===== config.mk =====
export PLATFORM = sky130hd
export DESIGN_NAME = qcadc_frame
export DESIGN_NICKNAME = d
export VERILOG_FILES = /design/src/qcadc_pkg.sv /design/src/qcadc_frame.sv
export SDC_FILE = /design/constraint.sdc
export NUM_CORES = 1
export LEC_CHECK = 0
export BUFFER_PORTS_ARGS = -buffer_cell sky130_fd_sc_hd__buf_2
export CAP_MARGIN = 5
export CORE_AREA = 2 2 89 70
export CTS_BUF_LIST = sky130_fd_sc_hd__clkbuf_4
export DETAILED_ROUTE_END_ITERATION = 8
export DIE_AREA = 0 0 91 72
export HOLD_SLACK_MARGIN = 0.08
export PLACE_DENSITY = 0.65
export SYNTH_ARGS = -nofsm -noshare
export SYNTH_HDL_FRONTEND = slang
export SYNTH_SLANG_ARGS = --single-unit

===== constraint.sdc =====
create_clock -name i_clk -period 3.9 [get_ports i_clk]
set_input_delay 0.195 -clock i_clk [delete_from_list [all_inputs] [get_ports i_clk]]
set_output_delay 0.195 -clock i_clk [all_outputs]
set_load 0.005 [all_outputs]

===== src/qcadc_pkg.sv =====
/*
 Constants, types and the serial pin bundle for the four-input 8-bit
 converter frame control. Assumes one 100 MHz system clock that samples
 the serial pins, which arrive from another clock domain.
*/
package qcadc_pkg;

   localparam int CONV_CLKS    = 16;
   localparam int TRACK_CLKS   = 3;
   localparam int HOLD_FALL    = TRACK_CLKS + 1;
   localparam int RESULT_BITS  = 8;
   localparam int MSB_FALL     = HOLD_FALL;
   localparam int LSB_FALL     = MSB_FALL + RESULT_BITS - 1;
   localparam int CTRL_BITS    = 8;
   localparam int ADDR_LOW_POS = 3;
   localparam int ADDR_MID_POS = 4;
   localparam int NUM_INPUTS   = 4;

   localparam logic [1:0] DEFAULT_CHAN = 2'h0;
   localparam logic [7:0] CTRL_RESET   = 8'h00;
   localparam logic [7:0] CODE_RESET   = 8'h00;

   typedef logic [RESULT_BITS-1:0] qcadc_code_type;

   typedef struct packed {
      logic cs_n;
      logic sclk;
      logic din;
   } qcadc_pins_type;

   typedef enum logic [1:0] {
      ST_IDLE,
      ST_TRACK,
      ST_HOLD,
      ST_GAP
   } qcadc_state_type;

endpackage


===== src/qcadc_frame.sv =====
/*
 Serial frame control of the converter: synchronises chip select, serial
 clock and data in, sequences track, hold and shift-out, and captures the
 next channel address. Assumes the quantised code of each analog input
 arrives on i_code in the system clock domain, and that the serial clock
 is slow enough (a few system clocks per phase) to find its edges.
*/
module qcadc_frame (
   input  wire logic                        i_clk,
   input  wire logic                        i_rst_n,
   input  wire qcadc_pkg::qcadc_pins_type   i_pins,
   input  wire qcadc_pkg::qcadc_code_type   i_code [qcadc_pkg::NUM_INPUTS],
   output logic                             o_dout,
   output logic                             o_dout_oe,
   output logic                             o_track,
   output logic                             o_power_down,
   output logic [1:0]                       o_chan_sel
);

   qcadc_pkg::qcadc_pins_type  sync1_reg;
   qcadc_pkg::qcadc_pins_type  sync2_reg;
   qcadc_pkg::qcadc_pins_type  prev_reg;
   qcadc_pkg::qcadc_state_type state_reg;
   qcadc_pkg::qcadc_state_type state_next;
   logic [4:0]                 fall_cnt_reg;
   logic [3:0]                 rise_cnt_reg;
   logic [7:0]                 shift_reg;
   logic [1:0]                 pend_chan_reg;
   logic [1:0]                 act_chan_reg;
   qcadc_pkg::qcadc_code_type  held_reg;

   wire       cs_low   = ~sync2_reg.cs_n;
   wire       cs_fall  = prev_reg.cs_n & ~sync2_reg.cs_n;
   wire       clk_fall = prev_reg.sclk & ~sync2_reg.sclk;
   wire       clk_rise = ~prev_reg.sclk & sync2_reg.sclk;
   wire       running  = (state_reg == qcadc_pkg::ST_TRACK) ||
                         (state_reg == qcadc_pkg::ST_HOLD);
   // Gated internal clock: edges only count with select low
   wire       int_fall = cs_low & ((cs_fall & ~sync2_reg.sclk) |
                                   (clk_fall & ~cs_fall));
   wire       int_rise = cs_low & clk_rise & running;
   wire       conv_start = int_fall & ((state_reg == qcadc_pkg::ST_IDLE) ||
                                       (state_reg == qcadc_pkg::ST_GAP));
   wire [4:0] fall_nxt = conv_start ? 5'h01 : 5'(fall_cnt_reg + 5'h01);
   wire       hold_now = int_fall & running &&
                         (fall_nxt == 5'(qcadc_pkg::HOLD_FALL));
   wire [1:0] chan_now = conv_start ? pend_chan_reg : act_chan_reg;
   wire [7:0] word_in  = {shift_reg[6:0], sync2_reg.din};
   wire       word_done = int_rise &&
                          (rise_cnt_reg == 4'(qcadc_pkg::CTRL_BITS - 1));
   wire       conv_end = int_rise &&
                         (rise_cnt_reg == 4'(qcadc_pkg::CONV_CLKS - 1));
   // Sample taken at hold entry feeds the MSB in the same edge
   wire qcadc_pkg::qcadc_code_type bit_src = hold_now ? i_code[chan_now] : held_reg;

   // Bit position k of a conversion carries a result bit or zero
   function automatic logic out_bit(input qcadc_pkg::qcadc_code_type code,
                                    input logic [4:0] k);
      logic b;
      b = 1'b0;
      if (k >= 5'(qcadc_pkg::MSB_FALL) && k <= 5'(qcadc_pkg::LSB_FALL)) begin
         b = code[3'(qcadc_pkg::LSB_FALL - int'(k))];
      end
      return b;
   endfunction

   wire dout_nxt = (int_fall & (running | conv_start)) ?
                   out_bit(bit_src, fall_nxt) : o_dout;

   always_comb begin
      state_next = state_reg;
      case (state_reg)
         qcadc_pkg::ST_IDLE, qcadc_pkg::ST_GAP: begin
            if (conv_start) begin
               state_next = qcadc_pkg::ST_TRACK;
            end
         end
         qcadc_pkg::ST_TRACK: begin
            if (hold_now) begin
               state_next = qcadc_pkg::ST_HOLD;
            end
         end
         qcadc_pkg::ST_HOLD: begin
            if (conv_end) begin
               state_next = qcadc_pkg::ST_GAP;
            end
         end
         default: begin
            state_next = qcadc_pkg::ST_IDLE;
         end
      endcase
      // Deselect wins over any edge seen in the same cycle
      if (!cs_low) begin
         state_next = qcadc_pkg::ST_IDLE;
      end
   end

   always_ff @(posedge i_clk or negedge i_rst_n) begin
      if (!i_rst_n) begin
         sync1_reg <= '{cs_n: 1'b1, sclk: 1'b0, din: 1'b0};
         sync2_reg <= '{cs_n: 1'b1, sclk: 1'b0, din: 1'b0};
         prev_reg  <= '{cs_n: 1'b1, sclk: 1'b0, din: 1'b0};
      end else begin
         sync1_reg <= i_pins;
         sync2_reg <= sync1_reg;
         prev_reg  <= sync2_reg;
      end
   end

   always_ff @(posedge i_clk or negedge i_rst_n) begin
      if (!i_rst_n) begin
         state_reg <= qcadc_pkg::ST_IDLE;
      end else begin
         state_reg <= state_next;
      end
   end

   always_ff @(posedge i_clk or negedge i_rst_n) begin
      if (!i_rst_n) begin
         fall_cnt_reg <= 5'h00;
      end else if (!cs_low) begin
         fall_cnt_reg <= 5'h00;
      end else if (int_fall & (running | conv_start)) begin
         fall_cnt_reg <= fall_nxt;
      end
   end

   always_ff @(posedge i_clk or negedge i_rst_n) begin
      if (!i_rst_n) begin
         rise_cnt_reg <= 4'h0;
      end else if (!cs_low || conv_start) begin
         rise_cnt_reg <= 4'h0;
      end else if (int_rise) begin
         rise_cnt_reg <= 4'(rise_cnt_reg + 4'h1); // wraps every 16 rises
      end
   end

   always_ff @(posedge i_clk or negedge i_rst_n) begin
      if (!i_rst_n) begin
         shift_reg <= qcadc_pkg::CTRL_RESET;
      end else if (int_rise &&
                   rise_cnt_reg < 4'(qcadc_pkg::CTRL_BITS)) begin
         shift_reg <= word_in;
      end
   end

   // Pending address only takes effect at the next conversion start
   always_ff @(posedge i_clk or negedge i_rst_n) begin
      if (!i_rst_n) begin
         pend_chan_reg <= qcadc_pkg::DEFAULT_CHAN;
      end else if (word_done) begin
         pend_chan_reg <= {word_in[qcadc_pkg::ADDR_MID_POS],
                           word_in[qcadc_pkg::ADDR_LOW_POS]};
      end
   end

   always_ff @(posedge i_clk or negedge i_rst_n) begin
      if (!i_rst_n) begin
         act_chan_reg <= qcadc_pkg::DEFAULT_CHAN;
         held_reg     <= qcadc_pkg::CODE_RESET;
      end else begin
         act_chan_reg <= chan_now;
         if (hold_now) begin
            held_reg <= i_code[chan_now];
         end
      end
   end

   always_ff @(posedge i_clk or negedge i_rst_n) begin
      if (!i_rst_n) begin
         o_dout       <= 1'b0;
         o_dout_oe    <= 1'b0;
         o_track      <= 1'b0;
         o_power_down <= 1'b1;
         o_chan_sel   <= qcadc_pkg::DEFAULT_CHAN;
      end else begin
         o_dout       <= cs_low ? dout_nxt : 1'b0;
         o_dout_oe    <= cs_low;
         o_track      <= (state_next == qcadc_pkg::ST_TRACK);
         o_power_down <= (state_next == qcadc_pkg::ST_IDLE) ||
                         (state_next == qcadc_pkg::ST_GAP);
         o_chan_sel   <= chan_now;
      end
   end

endmodule


[Yosys cells after proc, flatten, opt, wreduce, memory -nomap -nowiden]
Cells that the tools add are included.
Cells by class
  add/subtract/negate cells: 3
  $mul: 0
  divide/modulo/power cells: 0
  order comparisons: 5
  equal/unequal tests: 8
  shift operators: 0
  muxes and demuxes: 21
  bitwise gates (word level): 18
  reduce and logical (&&, ||, !) cells: 14
Operators with widths (number)
  8-bit two-way mux: 3
  8-bit binary-select mux with 2-bit select: 1
  5-bit two-way mux: 3
  1-bit bitwise AND: 11
  2-bit two-way mux: 5
  4-bit two-way mux: 2
  2-bit equality test, second input constant: 3
  2-bit one-hot mux with 3 select lines: 1
  5-bit by 1-bit adder with 5-bit output, second input constant: 1
  5-bit by 3-bit equality test with 1-bit output, second input constant: 1
  5-bit by 3-bit greater-or-equal comparator with 1-bit output, second input constant: 1
  5-bit by 4-bit <= comparator with 1-bit output, second input constant: 1
  1-bit logical AND: 5
  3-bit by 5-bit less-than comparator with 1-bit output, second input constant: 1
  1-bit two-way mux: 5
  4-bit by 1-bit adder with 4-bit output, second input constant: 1
  2-bit by 1-bit equality test with 1-bit output, second input constant: 2
  4-bit by 3-bit equality test with 1-bit output, second input constant: 1
  4-bit equality test, second input constant: 1
  2-bit logical NOT: 2
  1-bit logical OR: 4
  4-bit less-than comparator, second input constant: 1
  1-bit NOT: 4
  2-bit nonzero test: 2
  6 further kinds: 7
Word-level totals
  bits in registers: 39
  latch bits: 0
  memory bits (writable): 0
  ROM bits: 0
  input port bits: 37
  output and inout port bits: 6
  word-level logic and storage cells: 88
  memories: 0

[Depth between registers and ports, before layout]
Gate-level depths: netlist of the first run.
  word-level depth: 19
  depth in mapped cells: 10
  depth with buffers taken out: 8

[Least setup slack after synthesis of the first run]
No wires, ideal clock.
  kind: reg2reg
  start: register state_reg[0]
  end: register held_reg[5]
  library setup time: 0.125 ns
  data arrival time: 2.473 ns
  data required time: 3.775 ns
  setup slack: 1.302 ns
  stages on the path, launching flop included: 11
  path buffers: 3
  period minus slack after synthesis: 2.598 ns
  cells stage by stage: dfrtp_1 inv_1 ha_1 clkbuf_1 and3_1 buf_6 mux2i_4 buf_2 mux2i_1 mux2i_1 mux2_2
Between the ends
  cells in the longest elaborated chain, start to end: 9
  elaborated cells on any way between the ends: 17
  classes of those cells: 4 x eq/ne; 6 x mux; 3 x bitwise; 4 x reduce/logical
Ends and longest elaborated chain
  from (decl): line qcadc_frame.sv:23  | qcadc_pkg::qcadc_state_type state_reg;
  from (signal assigned): line qcadc_frame.sv:112  | state_reg <= qcadc_pkg::ST_IDLE;
  from (signal assigned): line qcadc_frame.sv:114  | state_reg <= state_next;
  2-bit equality test or 2-bit logical NOT (tied branches): line qcadc_frame.sv:43, qcadc_frame.sv:42
  1-bit logical OR: line qcadc_frame.sv:42  | wire conv_start = int_fall & ((state_reg == qcadc_pkg::ST_IDLE) ||
  1-bit bitwise AND: line qcadc_frame.sv:42
  2-bit two-way mux: line qcadc_frame.sv:47  | wire [1:0] chan_now = conv_start ? pend_chan_reg : act_chan_reg;
  2-bit NOT with 3-bit output
  8-bit binary-select mux with 2-bit select
  8-bit two-way mux (2 in series)
  8-bit two-way mux *
  via bit_src[5]: line qcadc_frame.sv:54  | wire qcadc_pkg::qcadc_code_type bit_src = hold_now ? i_code[chan_now] : held_reg;
  to (signal assigned): line qcadc_frame.sv:160  | held_reg <= qcadc_pkg::CODE_RESET;
  to (signal assigned): line qcadc_frame.sv:164  | held_reg <= i_code[chan_now];
  to (decl): line qcadc_frame.sv:30  | qcadc_pkg::qcadc_code_type held_reg;
The timed path passes the listed nets; every way through them passes the cells marked *. The select of a mux whose other input is x is not followed.
A chain may end at the register's enable or synchronous reset.

[Worst setup path after layout of the first run]
  start: register state_reg[0]
  end: register o_dout
Between the ends
  cells in the longest elaborated chain, start to end: 15
  elaborated cells on any way between the ends: 30
  classes of those cells: 1 x add/sub; 2 x order compare; 4 x eq/ne; 12 x mux; 5 x bitwise; 6 x reduce/logical
Ends and longest elaborated chain
  2-bit equality test or 2-bit logical NOT (tied branches): line qcadc_frame.sv:43, qcadc_frame.sv:42
  1-bit logical OR: line qcadc_frame.sv:42
  1-bit bitwise AND: line qcadc_frame.sv:42
  2-bit two-way mux: line qcadc_frame.sv:47
  2-bit NOT with 3-bit output (not written as such): line qcadc_frame.sv:54
  8-bit binary-select mux with 2-bit select: line qcadc_frame.sv:54
  8-bit two-way mux (not written as such) (2 in series): line qcadc_frame.sv:54
  8-bit two-way mux
  1-bit binary-select mux with 3-bit select: line qcadc_frame.sv:62  | b = code[3'(qcadc_pkg::LSB_FALL - int'(k))];
  1-bit two-way mux (not written as such) (2 in series): line qcadc_frame.sv:62
  1-bit two-way mux: line qcadc_frame.sv:61  | if (k >= 5'(qcadc_pkg::MSB_FALL) && k <= 5'(qcadc_pkg::LSB_FALL)) begin
  1-bit two-way mux: line qcadc_frame.sv:67  | wire dout_nxt = (int_fall & (running | conv_start)) ?
  1-bit two-way mux: line qcadc_frame.sv:177  | o_dout <= cs_low ? dout_nxt : 1'b0;
  to (signal assigned): line qcadc_frame.sv:177
  to (decl): line qcadc_frame.sv:13  | output logic o_dout,
Parallel ways exist; a longest one is shown, timed or not. The select of a mux whose other input is x is not followed.

==> key figures, run 1 <==
Status
  – Status: finished clean

Synth
  – Seq/Total Area, Yosys: 0.482
  – Syn Nets: roughly 220
  – Async set-reset flop share out of synthesis: 1.00
  – Post-Syn Instances: 181
  – Syn avg cell area: around 11 sq um
  – Top cells by area, synth: dfrtp_1 43%, mux2i_1 12%, mux2_2 7.2%
  – Yosys top cell by area: dfrtp_1
  – Main synth FF type: dfrtp_1
  – Yosys top cell area share: 0.430
  – Netlist cell types: 35
  – Register bit count reported by yosys: 39
  – Post-synth EDFFs: 0
  – Synth warn: 0
  – Mapped Area: 2040 sq um

Finish
  – Fin area: 2450 sq um
  – Area grow syn2layout: 20.2%
  – Layout cells sized above 1: 0.319
  – Most common cell after layout, fill and taps aside: buf_2
  – Most frequent cells in the layout: 42 x buf_2, 35 x dfrtp_1, 24 x mux2i_1
  – Total Nets Final: 270
  – Max reg flops: 8
  – Number of diodes: 0
  – Fill cells: 550

GRT
  – Met3 GRT Util: 0.0384
  – GRT Total Usage: 0.130
  – Total gr overflow: 0
  – Vias in the first global route: roughly 1400
  – Top Usage Layer GRT: met2
  – M1 GR Usage: 0.182
  – Antenna violations before repair: 0
  – Largest net degree at the start of global routing: 40
  – Grt met2 use: 0.195
  – Global-route wire length before repair: between 6 and 7 mm

Critical path
  – Crit end category: register
  – Worst Path Required: around 4.2 ns
  – Setup crit start: state_reg[0]
  – RR Endpoint: o_dout
  – FF-to-FF setup slack: between 0.8 and 0.9 ns
  – Maximum fanout along the worst path: 18
  – Crit path kind: register to register
  – Crit path DAT: approximately 3.3 ns
  – R2R cell count: 7
  – Setup crit end: o_dout
  – Worst setup SP type: register
  – Worst r2r src: state_reg[0]

Clock tree
  – CTS Hold Bufs: 4
  – Num CTS Buffers: 5
  – CTS resizes: 0
  – Clk sinks: 39
  – CTS tree: done
  – Reg clk slew, reported paths: 0.13 ns
  – H-tree depth: 2
  – Post-CTS setup buffer count: 0
  – Clock buffer depth: 2
  – Skew-Pair Late Insertion Delay: 0.35 ns
  – Root Driver: clkbuf_4

STA
  – Worst slew margin: 0.435
  – Clock skew: a little over 0.008 ns
  – Final hold viol count: 0
  – Max-slew violations: 0
  – Final setup fails: 0
  – Minimum clock period: a little over 3 ns
  – Sum Neg Setup Slack: 0 ns
  – Worst-Margin Slew: between 0.8 and 0.9 ns
  – Fmax: approximately 330 MHz
  – Period utilization: 0.780
  – RSZ-0062 raised after global routing: no

Floorplanning
  – # IOs: 43
  – Die area: around 6600 sq um
  – Initial Util: 0.361
  – Die X: 91 um
  – Core area: 5650 sq um
  – # rows: 24
  – Die H: approximately 72 um

Power and ir drop
  – VDD IR max: ~0.00016 V
  – Power per cell area: approximately 330 nW/um^2
  – Leak: about 1.3 nW

Placement
  – RePlAce Congestion: 0.764
  – IO Port Bufs: 42
  – Placed Area: around 2300 sq um
  – Final HPWL DP: 2.87 mm

Hold path
  – Hold Path Class: primary input to register

Routing
  – First-pass iteration count of the detailed router: 4
  – Initial DRC count: 61
  – Drt drc: 0
  – DRT Wirelength: around 3.9 mm
  – WL/cell: ~13 um
  – Vias: 1479
  – Antenna-violating nets left: 0
  – Vias per cell: approximately 4.8

Job
  – Max Cap Violations: 0
where the power goes:
group / switching (mW) / leakage [nW] / internal [mW]
registers: 0.0132 / 0.507 / 0.427
logic: 0.0435 / 0.725 / 0.0435
clock network: 0.147 / 0.0458 / 0.138
total: 0.204 / 1.28 / 0.609
metrics by stage:
stage	setup slack, ns	std cells	total power, mW	hold WS [ns]	util
2_1_floorplan	1.30	181	0.493	-0.101	-
3_3_place_gp	1.01	295	0.530	0.302	0.411
3_5_place_dp	0.908	295	0.533	0.303	0.411
4_1_cts	0.859	307	0.824	0.282	0.433
5_1_grt	0.675	307	0.861	0.290	0.433
6_report	0.859	307	0.812	0.290	0.433
Yosys cell counts (2+ instances only):
cell and count:
dfrtp_1 35, mux2i_1 24, mux2_2 13, nand2_1 11, o21ai_0 11, inv_1 8
a21oi_1 7, nor3_1 7, nand3_1 6, ha_1 5, nand2b_1 5, clkbuf_1 4
dfstp_2 4, nor2_1 4, nor2b_1 4, xor2_1 4, and3_1 3, xnor2_1 3
a21boi_0 2, a311oi_1 2, a31oi_1 2, buf_2 2, mux2i_4 2, nand4_1 2
kinds of logic after synthesis:
family | count (synthesis) | share of synthesized area
AND/OR/NAND/NOR | 48 | 0.126
multiplexers | 39 | 0.212
flip-flops | 39 | 0.482
AO/OA/AOI/OAI | 28 | 0.0867
buffers and inverters | 15 | 0.0326
XOR/XNOR | 7 | 0.0301
adder cells (fa/ha/maj) | 5 | 0.0307
per-layer routing:
layer,vias to the layer above,share of wire
li1,740,-
met2,55,0.41
met5,-,0
met1,679,0.50
met4,0,0.0092
met3,5,0.073
worst min path at each step:
stage | start | to | slack [ns] | cells past startpoint
after floorplan | i_rst_n | fall_cnt_reg[0] | -0.10 | 0
after global placement | i_pins[2] | sync1_reg[2] | 0.30 | 1
after detailed placement | i_pins[2] | sync1_reg[2] | 0.30 | 1
after CTS | i_code[6] | held_reg[6] | 0.28 | 4
after global routing | i_code[7] | o_dout | 0.29 | 4
final | i_code[13] | held_reg[5] | 0.29 | 4
area by class of cell:
cell class | count | area, sq um | area share
flip-flops and latches | 39 | 981 | 0.401
well taps | 78 | 97.6 | 0.0399
clock inverters | 3 | 47.5 | 0.0194
multi-input cells | 127 | 995 | 0.407
inverters | 8 | 30.0 | 0.0123
repair buffers | 47 | 258 | 0.105
clock buffers | 5 | 37.5 | 0.0153
critical path, stage by stage (launching register included):
cell and delay [ns]:
dfrtp_1 0.40, inv_1 0.07, ha_1 0.46, and3_1 0.45
mux2i_4 0.73, mux2i_1 0.19, a221o_1 0.42, a221oi_2 0.24
(Power assumes the default switching activity.)
==> run 2, diff against run 1 <==
ABC_AREA = 1   (was not set)
CORE_AREA = 2 2 90 71   (was 2 2 89 70)
DIE_AREA = 0 0 92 73   (was 0 0 91 72)
PLACE_DENSITY = 0.64   (was 0.65)
clock period = 3 ns   (was 3.9 ns; I/O delays follow)
==> run 2 against run 1 <==
Net effect: via count grew 21%; utilization is 1.1 points lower; synthesized area is 3.0% higher; design area grew 2.7%; clock skew rose by 0.0039 ns; clock-buffer cell count stayed put; critical path type unchanged.
==> key figures, run 2 <==
GRT
  – Vias in the first global route: 1656 (was 1408)
  – Top Usage Layer GRT: met1 (was met2)
  – Total gr overflow: 0 (unchanged)
  – M1 GR Usage: 0.213 (was 0.182)
  – Antenna violations before repair: 0 (unchanged)
  – Global-route wire length before repair: 7.63 mm (was 6.64 mm)
  – GRT Total Usage: 0.142 (was 0.130)
  – Largest net degree at the start of global routing: 40 (unchanged)
  – Met3 GRT Util: 0.0320 (was 0.0384)
  – Grt met2 use: 0.208 (was 0.195)

Clock tree
  – CTS tree: done (unchanged)
  – CTS resizes: 0 (unchanged)
  – Clk sinks: 39 (unchanged)
  – H-tree depth: 2 (unchanged)
  – Skew-Pair Late Insertion Delay: 0.34 ns (was 0.35 ns)
  – Reg clk slew, reported paths: 0.12 ns (was 0.13 ns)
  – Root Driver: clkbuf_4 (unchanged)
  – Num CTS Buffers: 5 (unchanged)
  – Clock buffer depth: 2 (unchanged)
  – Post-CTS setup buffer count: 0 (unchanged)
  – CTS Hold Bufs: 4 (unchanged)

Hold path
  – Hold Path Class: primary input to register (unchanged)
  – HP Start: i_code[1] (was i_code[13])
  – Hold EP: held_reg[1] (was held_reg[5])
  – Hold Crit Depth: 5 (was 4)

Critical path
  – Worst Path Required: 3.27 ns (was 4.16 ns)
  – Worst r2r src: state_reg[0] (unchanged)
  – Crit path DAT: 2.85 ns (was 3.30 ns)
  – Maximum fanout along the worst path: 8 (was 18)
  – RR Endpoint: o_power_down (was o_dout)
  – Crit end category: register (unchanged)
  – FF-to-FF setup slack: 0.43 ns (was 0.86 ns)
  – Crit path kind: register to register (unchanged)
  – R2R cell count: 10 (was 7)
  – Worst setup SP type: register (unchanged)

Synth
  – Post-synth EDFFs: 0 (unchanged)
  – Yosys top cell area share: 0.418 (was 0.430)
  – Adder-cell area share of the yosys netlist: 0.0298 (was 0.0307)
  – Async set-reset flop share out of synthesis: 1.00 (unchanged)
  – Post-synth top cells: 64 x nand2_1, 57 x nand3_1, 35 x dfrtp_1 (was 35 x dfrtp_1, 24 x mux2i_1, 13 x mux2_2)
  – Main synth FF type: dfrtp_1 (unchanged)
  – Post-synthesis xor/xnor area fraction: 0 (was 0.0301)
  – Syn avg cell area: 8.32 sq um (was 11.2 sq um)
  – Post-synthesis compound-gate area fraction: 0.0585 (was 0.0867)
  – Seq/Total Area, Yosys: 0.468 (was 0.482)
  – Simple-gate area share of the yosys netlist: 0.361 (was 0.126)
  – Top cells by area, synth: dfrtp_1 42%, nand3_1 14%, nand2_1 11% (was dfrtp_1 43%, mux2i_1 12%, mux2_2 7.2%)
  – Netlist cell types: 30 (was 35)
  – Register bit count reported by yosys: 39 (unchanged)
  – Largest family of logic cells by synthesized area: simple AND/OR/NAND/NOR gates (was multiplexers)
  – Mapped Area: 2100 sq um (was 2040 sq um)
  – Count leader, synth: nand2_1 (was dfrtp_1)
  – Yosys top cell by area: dfrtp_1 (unchanged)
  – Syn Nets: 294 (was 223)
  – Post-Syn Instances: 252 (was 181)
  – Synth warn: 0 (unchanged)
  – Post-synthesis mux area share: 0.0101 (was 0.212)

STA
  – Hold_ws: 0.159 ns (was 0.290 ns)
  – Period utilization: 0.857 (was 0.780)
  – Final hold viol count: 0 (unchanged)
  – Max-slew violations: 0 (unchanged)
  – Sum Neg Setup Slack: 0 ns (unchanged)
  – Clock skew: 0.0120 ns (was 0.00806 ns)
  – RSZ-0062 raised after global routing: no (unchanged)
  – Worst-Margin Slew: 0.850 ns (was 0.848 ns)
  – Minimum clock period: 2.57 ns (was 3.04 ns)
  – Fmax: 389 MHz (was 329 MHz)
  – Final setup fails: 0 (unchanged)
  – Worst slew margin: 0.434 (was 0.435)

Finish
  – Number of diodes: 0 (unchanged)
  – Fill cells: 619 (was 550)
  – Sequential cell area: 981 sq um (unchanged)
  – Max reg flops: 8 (unchanged)
  – Most frequent cells in the layout: 64 x nand2_1, 57 x nand3_1, 42 x buf_2 (was 42 x buf_2, 35 x dfrtp_1, 24 x mux2i_1)
  – Total Nets Final: 342 (was 270)
  – Layout cells sized above 1: 0.239 (was 0.319)
  – Area grow syn2layout: 19.7% (was 20.2%)
  – Most common cell after layout, fill and taps aside: nand2_1 (was buf_2)
  – Multi-input gate area: 963 sq um (was 995 sq um)
  – Final Util: 0.423 (was 0.433)

Floorplanning
  – Core area: 5940 sq um (was 5650 sq um)
  – Initial Util: 0.353 (was 0.361)
  – Die area: 6720 sq um (was 6550 sq um)
  – Die X: 92 um (was 91 um)
  – Die H: 73 um (was 72 um)
  – # IOs: 43 (unchanged)
  – # rows: 25 (was 24)

Routing
  – Drt drc: 0 (unchanged)
  – First-pass iteration count of the detailed router: 4 (unchanged)
  – Vias per cell: 4.70 (was 4.82)
  – Vias: 1795 (was 1479)
  – DRT Wirelength: 4.55 mm (was 3.90 mm)
  – WL/cell: 11.9 um (was 12.7 um)
  – Initial DRC count: 103 (was 61)
  – Antenna-violating nets left: 0 (unchanged)

Placement
  – IO Port Bufs: 42 (unchanged)
  – RePlAce Congestion: 0.844 (was 0.764)
  – Final HPWL DP: 3.36 mm (was 2.87 mm)

Job
  – Max Cap Violations: 0 (unchanged)

Power and ir drop
  – VDD IR max: 0.000280 V (was 0.000164 V)
  – Leak: 1.28 nW (about the same)
  – Power per cell area: 578 nW/um^2 (was 332 nW/um^2)

Status
  – Status: finished clean (unchanged)
run 2: cell count changes in the layout (fill, tap and decap cells not counted), sizes merged, moves of 4 or more:
cell / previous run / this run
nor2b: 4 / 0
nor2: 4 / 11
mux2: 13 / 1
nand2b: 5 / 0
inv: 9 / 28
mux2i: 26 / 1
xor2: 4 / 0
nand3: 6 / 59
nand2: 11 / 71
run 2: where the power goes:
group          total (mW)  switching (mW)  internal, mW
logic               0.381           0.239         0.143
registers           0.637          0.0358         0.601
clock network       0.433           0.174         0.259
total                1.45           0.448          1.00
run 2: logic make-up (layout without fill, tap and decap cells):
| family | count (synthesis) | in the layout |
|---|---|---|
| AND/OR/NAND/NOR | 152 | 152 |
| flip-flops | 39 | 39 |
| buffers and inverters | 34 | 83 |
| AO/OA/AOI/OAI | 20 | 20 |
| adder cells (fa/ha/maj) | 5 | 5 |
| multiplexers | 2 | 2 |
run 2: layout make-up:
class,count,share of cell area
clock inverter,3,0.0269
clock buffer,5,0.0149
tap,81,0.0404
timing repair buffer,46,0.0997
inverter,29,0.0438
multi-input combinational,179,0.384
sequential,39,0.391
run 2: through the flow:
stage	power [mW]	worst slack (ns)	cells	area, sq um
after floorplan	0.920	0.783	252	2100
after global placement	1.01	0.552	370	2370
final	1.45	0.428	382	2510
after detailed placement	1.03	0.439	370	2370
after CTS	1.47	0.433	382	2510
after global routing	1.55	0.177	382	2510
run 2: how the worst max path moves through the flow:
stage | endpoint | slack, ns | from | cells past startpoint
3_5_place_dp | o_power_down | 0.44 | state_reg[0] | 10
2_1_floorplan | o_power_down | 0.78 | state_reg[0] | 10
4_1_cts | o_power_down | 0.43 | state_reg[0] | 10
6_report | o_power_down | 0.43 | state_reg[0] | 10
5_1_grt | o_power_down | 0.18 | state_reg[0] | 10
3_3_place_gp | o_power_down | 0.55 | state_reg[0] | 9
run 2: worst max-delay path, cell delays in order, from the launching register on:
cell and delay (ns):
dfrtp_1 0.41, inv_1 0.08, ha_1 0.42, inv_1 0.16, nand4_1 0.26, nor3_1 0.34
nand2_1 0.09, nand2_1 0.08, a21oi_1 0.06, a211oi_1 0.33, ha_1 0.30
run 2: per-layer routing:
metal  part of all wire  wire, um  vias to the layer above
met5                  0         0                        -
li1                   -         -                      931
met2               0.40      1830                       53
met3              0.067       304                        4
met1               0.52      2380                      807
met4             0.0059        27                        0
